$ cat src/wdt_pkg.sv
/*
  Constants shared by the watchdog / interval timer channel: bus addresses,
  write keys, control/status field positions, reset values and hold counts.
  Assumes a 16-bit processor bus with byte-wide reads and word-wide writes.
*/
package wdt_pkg;

  localparam logic [15:0] WRITE_ADDR = 16'hFFA8;
  localparam logic [15:0] CSR_READ_ADDR = 16'hFFA8;
  localparam logic [15:0] COUNT_READ_ADDR = 16'hFFA9;

  localparam logic [7:0] KEY_COUNT = 8'h5A;
  localparam logic [7:0] KEY_CSR = 8'hA5;

  // control/status field positions
  localparam int OVF_BIT = 7;
  localparam int MODE_BIT = 6;
  localparam int RUN_BIT = 5;
  localparam int PSS_BIT = 4;
  localparam int ACTION_BIT = 3;
  localparam int CKS_LSB = 0;

  localparam logic [7:0] COUNT_RESET = 8'h00;
  localparam logic [7:0] COUNT_MAX = 8'hFF;
  localparam logic [2:0] CKS_RESET = 3'h0;

  // clk cycles the next increment is held after a main-to-sub change
  localparam logic [15:0] SWITCH_DELAY_CYCLES = 16'h0002;

endpackage

$ cat src/count_prescaler.sv
/*
  Count clock prescaler: divides the main clock, or counts sub-clock ticks,
  and emits a one-cycle tick for the selected division.
  Assumes sub_tick is a one-cycle pulse already synchronous to clk.
*/
`timescale 1ns/1ps
module count_prescaler
  import wdt_pkg::*;
#(
  parameter int MAIN_W = 17,
  parameter int SUB_W = 7
) (
  // clock and reset
  input wire logic clk,
  input wire logic rst_sync_n,
  // selection
  input wire logic use_sub,
  input wire logic [2:0] clock_select,
  input wire logic sub_tick,
  // output
  output logic count_tick
);

  logic [MAIN_W-1:0] main_cnt_reg;
  logic [SUB_W-1:0] sub_cnt_reg;

  // division mask for the main clock: divide by mask + 1
  function automatic logic [MAIN_W-1:0] main_mask(input logic [2:0] sel);
    unique case (sel)
      3'h0: main_mask = MAIN_W'(17'h0_0001);
      3'h1: main_mask = MAIN_W'(17'h0_003F);
      3'h2: main_mask = MAIN_W'(17'h0_007F);
      3'h3: main_mask = MAIN_W'(17'h0_01FF);
      3'h4: main_mask = MAIN_W'(17'h0_07FF);
      3'h5: main_mask = MAIN_W'(17'h0_1FFF);
      3'h6: main_mask = MAIN_W'(17'h0_7FFF);
      3'h7: main_mask = MAIN_W'(17'h1_FFFF);
    endcase
  endfunction

  wire logic [MAIN_W-1:0] mmask = main_mask(clock_select);
  wire logic [SUB_W-1:0] smask = SUB_W'((8'h02 << clock_select) - 8'h01);
  wire logic main_hit = (main_cnt_reg & mmask) == mmask;
  wire logic sub_hit = sub_tick && ((sub_cnt_reg & smask) == smask);
  // the last sub-clock choice is a main clock /256 division
  wire logic slow_main_hit = main_cnt_reg[7:0] == 8'hFF;
  wire logic tick_next = !use_sub ? main_hit :
                         (clock_select == 3'h7) ? slow_main_hit : sub_hit;

  always_ff @(posedge clk or negedge rst_sync_n) begin
    if (!rst_sync_n) begin
      main_cnt_reg <= '0;
      sub_cnt_reg <= '0;
      count_tick <= 1'b0;
    end else begin
      main_cnt_reg <= main_cnt_reg + MAIN_W'(1);
      if (sub_tick) begin
        sub_cnt_reg <= sub_cnt_reg + SUB_W'(1);
      end
      count_tick <= tick_next;
    end
  end

endmodule

$ cat src/watchdog_interval_timer.sv
/*
  Watchdog / interval timer channel: 8-bit up-counter, control/status
  register, keyed word writes on one shared address, overflow interrupt,
  NMI and reset requests, and count holds across clock mode changes.
  Assumes a processor bus that presents one access per clk cycle and
  holds settle_time_select stable across a sub-to-main transition.
*/
`timescale 1ns/1ps
module watchdog_interval_timer
  import wdt_pkg::*;
#(
  parameter int SETTLE_BASE = 256,
  parameter bit SECOND_CHANNEL = 1'b1
) (
  // clock and reset
  input wire logic clk,
  input wire logic rst_n,
  // processor bus
  input wire logic [15:0] bus_addr,
  input wire logic [15:0] bus_wdata,
  input wire logic bus_write,
  input wire logic bus_word,
  input wire logic bus_read,
  output logic [7:0] bus_rdata,
  // clock sources and power mode
  input wire logic sub_tick,
  input wire logic clock_mode_sub,
  input wire logic [2:0] settle_time_select,
  // requests
  output logic interval_overflow_irq,
  output logic nmi_request,
  output logic reset_request
);

  //////////////////////////////////////////////////////////////////////////////
  // reset release

  logic rst_meta_reg;
  logic rst_sync_reg;

  always_ff @(posedge clk or negedge rst_n) begin
    if (!rst_n) begin
      rst_meta_reg <= 1'b0;
      rst_sync_reg <= 1'b0;
    end else begin
      rst_meta_reg <= 1'b1;
      rst_sync_reg <= rst_meta_reg;
    end
  end

  //////////////////////////////////////////////////////////////////////////////
  // registers and decode

  logic overflow_flag_reg;
  logic timer_mode_select_reg;
  logic timer_run_reg;
  logic prescale_sub_reg;
  logic reset_action_reg;
  logic [2:0] count_clock_select_reg;
  logic [7:0] watchdog_count_reg;
  logic mode_sub_prev_reg;
  logic [15:0] hold_reg;
  logic count_tick;

  // byte writes never reach a register
  wire logic write_hit = bus_write && bus_word && (bus_addr == WRITE_ADDR);
  wire logic key_count = write_hit && (bus_wdata[15:8] == KEY_COUNT);
  wire logic key_csr = write_hit && (bus_wdata[15:8] == KEY_CSR);
  // other upper bytes fall through both keys untouched

  wire logic [7:0] csr_value = {overflow_flag_reg, timer_mode_select_reg,
                                timer_run_reg, prescale_sub_reg,
                                reset_action_reg, count_clock_select_reg};

  // clock select and mode are loaded even while running; software must
  // stop the timer first or the count may slip
  wire logic run_next = key_csr ? bus_wdata[RUN_BIT] : timer_run_reg;
  wire logic mode_next = key_csr ? bus_wdata[MODE_BIT] : timer_mode_select_reg;

  //////////////////////////////////////////////////////////////////////////////
  // clock mode holds for the second channel

  wire logic to_sub = SECOND_CHANNEL && clock_mode_sub && !mode_sub_prev_reg;
  wire logic to_main = SECOND_CHANNEL && !clock_mode_sub && mode_sub_prev_reg;
  wire logic hold_active = hold_reg != 16'h0000;
  wire logic [15:0] settle_cycles = 16'(SETTLE_BASE) << settle_time_select;
  wire logic [15:0] hold_next =
      to_sub ? SWITCH_DELAY_CYCLES :
      to_main ? settle_cycles :
      hold_active ? hold_reg - 16'h0001 : 16'h0000;

  //////////////////////////////////////////////////////////////////////////////
  // counter

  count_prescaler #(
    .MAIN_W(17),
    .SUB_W(7)
  ) u_prescaler (
    .clk(clk),
    .rst_sync_n(rst_sync_reg),
    .use_sub(prescale_sub_reg),
    .clock_select(count_clock_select_reg),
    .sub_tick(sub_tick),
    .count_tick(count_tick)
  );

  // a keyed counter write in the same cycle as a tick swallows the tick
  wire logic increment = timer_run_reg && count_tick && !hold_active &&
                         !key_count;
  wire logic wrap = increment && (watchdog_count_reg == COUNT_MAX);
  wire logic [7:0] count_next =
      !run_next ? COUNT_RESET :
      key_count ? bus_wdata[7:0] :
      increment ? watchdog_count_reg + 8'h01 : watchdog_count_reg;

  // set wins over a clear in the same cycle; writing one is ignored
  wire logic ovf_next = wrap ? 1'b1 :
      (key_csr && !bus_wdata[OVF_BIT]) ? 1'b0 :
      overflow_flag_reg;

  wire logic nmi_next = wrap && timer_mode_select_reg &&
                        !reset_action_reg;
  wire logic reset_next = wrap && timer_mode_select_reg &&
                          reset_action_reg;
  // interrupt follows the flag itself, only in interval mode
  wire logic irq_next = ovf_next && !mode_next;

  wire logic [7:0] read_next =
      (bus_addr == CSR_READ_ADDR) ? csr_value :
      (bus_addr == COUNT_READ_ADDR) ? watchdog_count_reg : 8'h00;

  //////////////////////////////////////////////////////////////////////////////
  // state

  always_ff @(posedge clk or negedge rst_sync_reg) begin
    if (!rst_sync_reg) begin
      overflow_flag_reg <= 1'b0;
      timer_mode_select_reg <= 1'b0;
      timer_run_reg <= 1'b0;
      prescale_sub_reg <= 1'b0;
      reset_action_reg <= 1'b0;
      count_clock_select_reg <= CKS_RESET;
      watchdog_count_reg <= COUNT_RESET;
    end else begin
      if (key_csr) begin
        timer_mode_select_reg <= bus_wdata[MODE_BIT];
        timer_run_reg <= bus_wdata[RUN_BIT];
        prescale_sub_reg <= bus_wdata[PSS_BIT];
        reset_action_reg <= bus_wdata[ACTION_BIT];
        count_clock_select_reg <= bus_wdata[CKS_LSB+2:CKS_LSB];
      end
      overflow_flag_reg <= ovf_next;
      watchdog_count_reg <= count_next;
    end
  end

  always_ff @(posedge clk or negedge rst_sync_reg) begin
    if (!rst_sync_reg) begin
      mode_sub_prev_reg <= 1'b0;
      hold_reg <= 16'h0000;
      bus_rdata <= 8'h00;
      interval_overflow_irq <= 1'b0;
      nmi_request <= 1'b0;
      reset_request <= 1'b0;
    end else begin
      mode_sub_prev_reg <= clock_mode_sub;
      hold_reg <= hold_next;
      if (bus_read) begin
        bus_rdata <= read_next;
      end
      interval_overflow_irq <= irq_next;
      nmi_request <= nmi_next;
      reset_request <= reset_next;
    end
  end
endmodule

$ cat config.mk
export PLATFORM = sky130hd
export DESIGN_NAME = watchdog_interval_timer
export DESIGN_NICKNAME = d
export VERILOG_FILES = /design/src/wdt_pkg.sv /design/src/count_prescaler.sv /design/src/watchdog_interval_timer.sv
export SDC_FILE = /design/constraint.sdc
export NUM_CORES = 1
export LEC_CHECK = 0
export BUFFER_PORTS_ARGS = -buffer_cell sky130_fd_sc_hd__clkbuf_2
export CAP_MARGIN = 20
export CORE_UTILIZATION = 35
export DETAILED_ROUTE_END_ITERATION = 10
export GPL_ROUTABILITY_DRIVEN = 0
export MAX_ROUTING_LAYER = met4
export SLEW_MARGIN = 10
export SYNTH_ARGS = -nofsm -noshare
export SYNTH_HDL_FRONTEND = slang
export SYNTH_SLANG_ARGS = --single-unit
$ cat constraint.sdc
create_clock -name clk -period 3.7 [get_ports clk]
set_input_delay 0.37 -clock clk [delete_from_list [all_inputs] [get_ports clk]]
set_output_delay 0.37 -clock clk [all_outputs]
set_load 0.02 [all_outputs]
-- Yosys cells after proc, flatten, opt, wreduce, memory -nomap -nowiden
Memories as Yosys holds them, arrays and structs flattened.
Cells that the tools add are included.
- memory bits (read-only): 128
- output and inout bits: 11
- bits in registers: 71
- memories kept: 1
- word-level logic and storage cells: 76
- bitwise operators: 2
- add/subtract/negate cells: 5
- reduce and logical (&&, ||, !) cells: 24
- equal/unequal tests: 10
- shift operators: 2
- mux-type cells: 14
- memory list (name ; depth ; bits a word ; read ports ; clocked after Yosys merged registers in ; wr ports ; RTL line ; text):
    (name not given) ; 8 ; 16 ; 1 ; 0 ; 0 ; count_prescaler.sv:29 ; unique case (sel)
- operators by type and width (operator ; number):
    16-bit two-way mux ; 3
    8-bit two-way mux ; 5
    16-bit equality test (second input constant) ; 2
    8-bit equality test (second input constant) ; 3
    17-bit by 1-bit adder with 17-bit output (second input constant) ; 1
    17-bit AND ; 1
    17-bit equality test ; 1
    1-bit logical AND ; 16
    16-bit nonzero test ; 1
    9-bit by 3-bit << shifter with 16-bit output (first input constant) ; 1
    16-bit by 1-bit subtractor with 16-bit output (second input constant) ; 1
    8-bit by 1-bit adder with 8-bit output (second input constant) ; 1
    8-bit by 7-bit equality test with 1-bit output (second input constant) ; 1
    7-bit by 1-bit adder with 7-bit output (second input constant) ; 1
    7-bit AND ; 1
    7-bit equality test ; 1
    1-bit logical NOT ; 7
    2-bit by 3-bit << shifter with 7-bit output (first input constant) ; 1
    7-bit by 1-bit subtractor with 7-bit output (second input constant) ; 1
    1-bit two-way mux ; 6
    3-bit equality test (second input constant) ; 1
    3-bit by 2-bit != test with 1-bit output (second input constant) ; 1

-- Longest topological paths before layout
- word-level depth: 8
- gate-level depth with buffers: 8

-- Cells and area by module
From an unflattened synthesis, not the netlist that was laid out.
- cells, all modules: 342
- area total of the unflattened synthesis: 3575.9 um^2
- by module, submodules not included (module ; seq. area each (um^2) ; instances ; area each (um^2) ; cells each):
    watchdog_interval_timer ; 1151.1 ; 1 ; 2382.3 ; 231
    count_prescaler ; 625.6 ; 1 ; 1193.6 ; 111

-- Least setup slack after synthesis
Ideal clock, no wire load.
- path kind: input-to-reg
- from: input port bus_addr[1]
- to: register watchdog_count_reg[0]
- slack: 1.578 ns
- library setup time: 0.143 ns
- data arrival time: 1.980 ns
- required time: 3.557 ns
- stages on the path: 6
- cells stage by stage: nand4b_1 -> or4_1 -> buf_2 -> nor3_4 -> mux2i_2 -> a211oi_1
- word-level cells in the longest chain between the ends: 6
- elaborated cells between the ends (all ways): 10
- those cells by class: eq/ne (2); mux (3); reduce/logical (5)
- ends and longest elaborated chain (what ; RTL line ; text):
    start, declared ; watchdog_interval_timer.sv:19 ; input wire logic [15:0] bus_addr,
    16-bit equality test (*) ; watchdog_interval_timer.sv:66 ; wire logic write_hit = bus_write && bus_word && (bus_addr == WRITE_ADDR);
    1-bit logical AND (*) ; watchdog_interval_timer.sv:66 ;
    1-bit logical AND ; watchdog_interval_timer.sv:67 ; wire logic key_count = write_hit && (bus_wdata[15:8] == KEY_COUNT);
    1-bit logical NOT ; watchdog_interval_timer.sv:109 ; !key_count;
    1-bit logical AND ; watchdog_interval_timer.sv:108 ; wire logic increment = timer_run_reg && count_tick && !hold_active &&
    3-bit by 2-bit != test with 1-bit output (no source line) ; -- ;
    end signal, assigned ; watchdog_interval_timer.sv:153 ; watchdog_count_reg <= count_next;
    end, declared ; watchdog_interval_timer.sv:60 ; logic [7:0] watchdog_count_reg;
Every way passes the cells marked *; elsewhere a longest branch is shown, timed or not.
A chain may end at the register's enable or synchronous reset.

-- Worst setup path in the final report
- from: register hold_reg[6]
- to: register watchdog_count_reg[6]
- word-level cells in the longest chain between the ends: 5
- ends and longest elaborated chain (what ; RTL line ; text):
    start, declared ; watchdog_interval_timer.sv:62 ; logic [15:0] hold_reg;
    start signal, assigned ; watchdog_interval_timer.sv:167 ; hold_reg <= hold_next;
    16-bit nonzero test ; watchdog_interval_timer.sv:85 ; wire logic hold_active = hold_reg != 16'h0000;
    1-bit logical NOT ; watchdog_interval_timer.sv:108 ;
    1-bit logical AND (2 in a row) ; watchdog_interval_timer.sv:108 ;
    3-bit by 2-bit != test with 1-bit output (no source line) ; -- ;
Every way passes these cells.

==> flow_summary_export.csv <==
group,metric,value,unit
final_layout,most-common-layout-cells,"sky130_fd_sc_hd__dfrtp_1 (70), sky130_fd_sc_hd__clkbuf_2 (52), sky130_fd_sc_hd__nand2_1 (29), sky130_fd_sc_hd__nor2_1 (29), sky130_fd_sc_hd__xnor2_1 (25)",
synth,synth.cell_area,3521,sq um
sta,hold_viol,0,
final_layout,layout.filler_cells,975,
synth,ys_warn_count,0,
final_layout,antennaDiodeCount,0,
power_and_ir_drop,vdd_drop_max,0.2508,mV
clock_tree,clk_transition_reported_paths,70,ps
synth,yosys.cell_types.count,48,
setup_path,worst-setup-path-type,"register to register",
route,drtAntennaViolNets,0,
final_layout,final_common_cell,"sky130_fd_sc_hd__dfrtp_1",
sta,rsz0062_at_grt,"no",
sta,slew_headroom,40.28,%
outcome,run_status,"finished clean",
synth,synth.net_count,386,
hold_path,hold_class,"input pin to register",
global_routing,grt_start_max_net_pins,41,
clock_tree,clock_tree.buffer_depth,2,
floorplanning,die_y,102.3,microns
place,post_place_setup_slack,1241,ps
sta,hold_slack,220.0,ps
setup_path,critPathLaunchType,"register",
route,detail_route.iter0.violations,142,
setup_path,crit_path_dat,2450,ps
sta,final_period_minus_worst_setup_slack,2203,ps
clock_tree,cts_inserted_buffers,9,
synth,syn_avg_cell_area,10.39,sq um
floorplanning,initial_core_util,36.02,%
synth,ys_dominant_reg_cell,"sky130_fd_sc_hd__dfrtp_1",
flow_run,max-cap-violations,0,
place,port-buffer-count,52,
global_routing,grt_pass1_wl,12.45,mm
floorplanning,core_area,9774,sq um
floorplanning,rows,36,
route,wl_per_cell,13.65,microns
final_layout,multi_input_comb_area,1633,sq um
route,wirelength,7.290,mm
final_layout,largest_register_ff_count,17,
global_routing,number_of_global_route_vias_before_repair,2697,
global_routing,grt_usage,16.04,%
sta,report.final.setup_viol,0,
final_layout,syn_to_final_growth,16.20,%
sta,timing.final.max_slew_violations,0,
synth,synth_sequential_area_ratio,50.46,%
sta,post-route-worst-setup-slack,1497,ps
route,dr.pass1.iters,4,
clock_tree,clock_tree.root_cell,"sky130_fd_sc_hd__clkbuf_8",
setup_path,worst_setup_path_end_kind,"register",
route,via_per_inst,4.972,
power_and_ir_drop,pwr_density_cell,527.3,nW/um^2
setup_path,worstPathMaxFanout,8,
global_routing,grt_antenna_before_repair,0,
route,residual_drc,0,
synth,synth_async_sr_flop_share,100.0,%
place,place.detailed.hpwl,5.415,mm
synth,ys_ff_latch,71,
route,vias,2655,
power_and_ir_drop,cellLeakagePower,1.827,nW
clock_tree,tritoncts,"done",
final_layout,sequential_cell_area,1778,sq um
clock_tree,clock_insertion_delay_worst_skew,340,ps
clock_tree,cts_sinks,71,
global_routing,global_route.overflow_total,0,
sta,max_slew.worst_pin.slew,895.8,ps
synth,synth_enable_flop_cells,0,
setup_path,critPathRequiredTime,3940,ps
final_layout,layout.core_utilization,41.86,%
sta,clock.fmax,453.9,MHz
clock_tree,count_of_h_tree_levels_built_during_cts,3,
floorplanning,dieArea,10460,sq um
power_and_ir_drop,report.power.total,2.158,mW
final_layout,layout-drive-gt1-share,19.95,%
floorplanning,num_io_pins,53,
sta,fin_worst_skew,10.47,ps
clock_tree,cts.repair.resized,0,
sta,timing.setup.tns,0,ps
sta,period_utilization,59.55,%
synth,post_synth_inst_count,339,
floorplanning,die_x,102.3,microns
final_layout,nets,444,
## timing repair
item | in CTS | in global routing
hold buffers | 1 | 0
setup buffers | 0 | 0
endpoints found under the hold margin | 2 | 0
## cell usage after synthesis (2+ instances only)
master / count / area share, %
sky130_fd_sc_hd__inv_1: 19 / 2.0
sky130_fd_sc_hd__and4_1: 3 / 0.75
sky130_fd_sc_hd__o21ai_0: 12 / 1.7
sky130_fd_sc_hd__nor2_1: 29 / 3.1
sky130_fd_sc_hd__dfrtp_1: 71 / 50
sky130_fd_sc_hd__nor4bb_1: 4 / 1.1
sky130_fd_sc_hd__and3_1: 5 / 0.89
sky130_fd_sc_hd__mux2_2: 6 / 1.9
sky130_fd_sc_hd__ha_1: 5 / 1.8
sky130_fd_sc_hd__a211oi_1: 9 / 1.9
sky130_fd_sc_hd__o211ai_1: 4 / 0.85
sky130_fd_sc_hd__xor2_1: 13 / 3.2
sky130_fd_sc_hd__xnor2_1: 25 / 6.2
sky130_fd_sc_hd__and2_1: 2 / 0.36
sky130_fd_sc_hd__nand3b_1: 4 / 0.85
sky130_fd_sc_hd__clkbuf_1: 5 / 0.53
sky130_fd_sc_hd__o41ai_1: 2 / 0.50
sky130_fd_sc_hd__nor3_1: 7 / 0.99
sky130_fd_sc_hd__nand2b_1: 3 / 0.53
sky130_fd_sc_hd__or3_1: 3 / 0.53
sky130_fd_sc_hd__o22ai_1: 11 / 2.0
sky130_fd_sc_hd__o31ai_1: 2 / 0.43
sky130_fd_sc_hd__nor4_1: 3 / 0.53
sky130_fd_sc_hd__nand4_1: 10 / 1.8
sky130_fd_sc_hd__nand2_1: 29 / 3.1
sky130_fd_sc_hd__nand4b_1: 2 / 0.50
sky130_fd_sc_hd__nor4_2: 2 / 0.71
sky130_fd_sc_hd__nand3_1: 14 / 2.0
sky130_fd_sc_hd__nor2b_1: 3 / 0.53
sky130_fd_sc_hd__a21oi_1: 5 / 0.71
sky130_fd_sc_hd__nor3b_1: 2 / 0.43
sky130_fd_sc_hd__mux2i_1: 9 / 2.6
## critical path, stage by stage (launching register included)
cell and delay (ps):
sky130_fd_sc_hd__dfrtp_1 410, sky130_fd_sc_hd__nor4_2 620, sky130_fd_sc_hd__nand4_2 300, sky130_fd_sc_hd__nor4_1 410, sky130_fd_sc_hd__xnor2_1 130, sky130_fd_sc_hd__a211oi_1 240
## per-stage QoR
stage	std cells	area (sq um)
global placement	518	3924
finish	534	4091
global route	534	4091
detailed placement	518	3924
floorplan	339	3521
CTS	534	4091
## logic make-up after synthesis
family,count (synthesis),synth area share [%]
fa+ha+maj,6,2.061
simple gates,130,20.47
other cells,1,0.1065
buf+inv,27,3.163
compound gates,50,9.417
xor+xnor,38,9.453
flops,71,50.46
mux,16,4.868
## power by group
| group | leakage [nW] | switching [mW] | total [mW] | internal (mW) |
|---|---|---|---|---|
| Clock | 0.0805 | 0.264 | 0.523 | 0.258 |
| Combinational | 0.804 | 0.324 | 0.599 | 0.275 |
| Sequential | 0.942 | 0.143 | 1.04 | 0.893 |
| Total | 1.83 | 0.731 | 2.16 | 1.43 |
## routing by layer
metal | global-route usage (%) | vias up | part of all wire [%]
met4 | 6.923 | 0 | 1.7
li1 | - | 1319 | -
met1 | 21.48 | 1289 | 51
met5 | - | - | 0
met3 | 3.146 | 10 | 2.3
met2 | 23.59 | 37 | 45
## worst paths after layout
path,startpoint,to,slack (ps),depth (start not counted)
min in group asynchronous,rst_n,rst_sync_reg,350,2
hold reg to reg,rst_meta_reg,rst_sync_reg,350,0
setup / recovery,hold_reg[6],watchdog_count_reg[6],1500,5
hold / removal,clock_mode_sub,mode_sub_prev_reg,220,1
setup reg to reg,hold_reg[6],watchdog_count_reg[6],1500,5
max in group asynchronous,rst_sync_reg,hold_reg[4],2390,1
## cell type report
cell class | count | share of cell area (%)
clock buffer | 14 | 3.731
clock inverter | 1 | 0.1223
inverter | 19 | 1.743
multi-input combinational | 241 | 39.91
sequential | 71 | 43.46
tap | 133 | 4.067
timing repair buffer | 55 | 6.972
(Power assumes the default switching activity.)
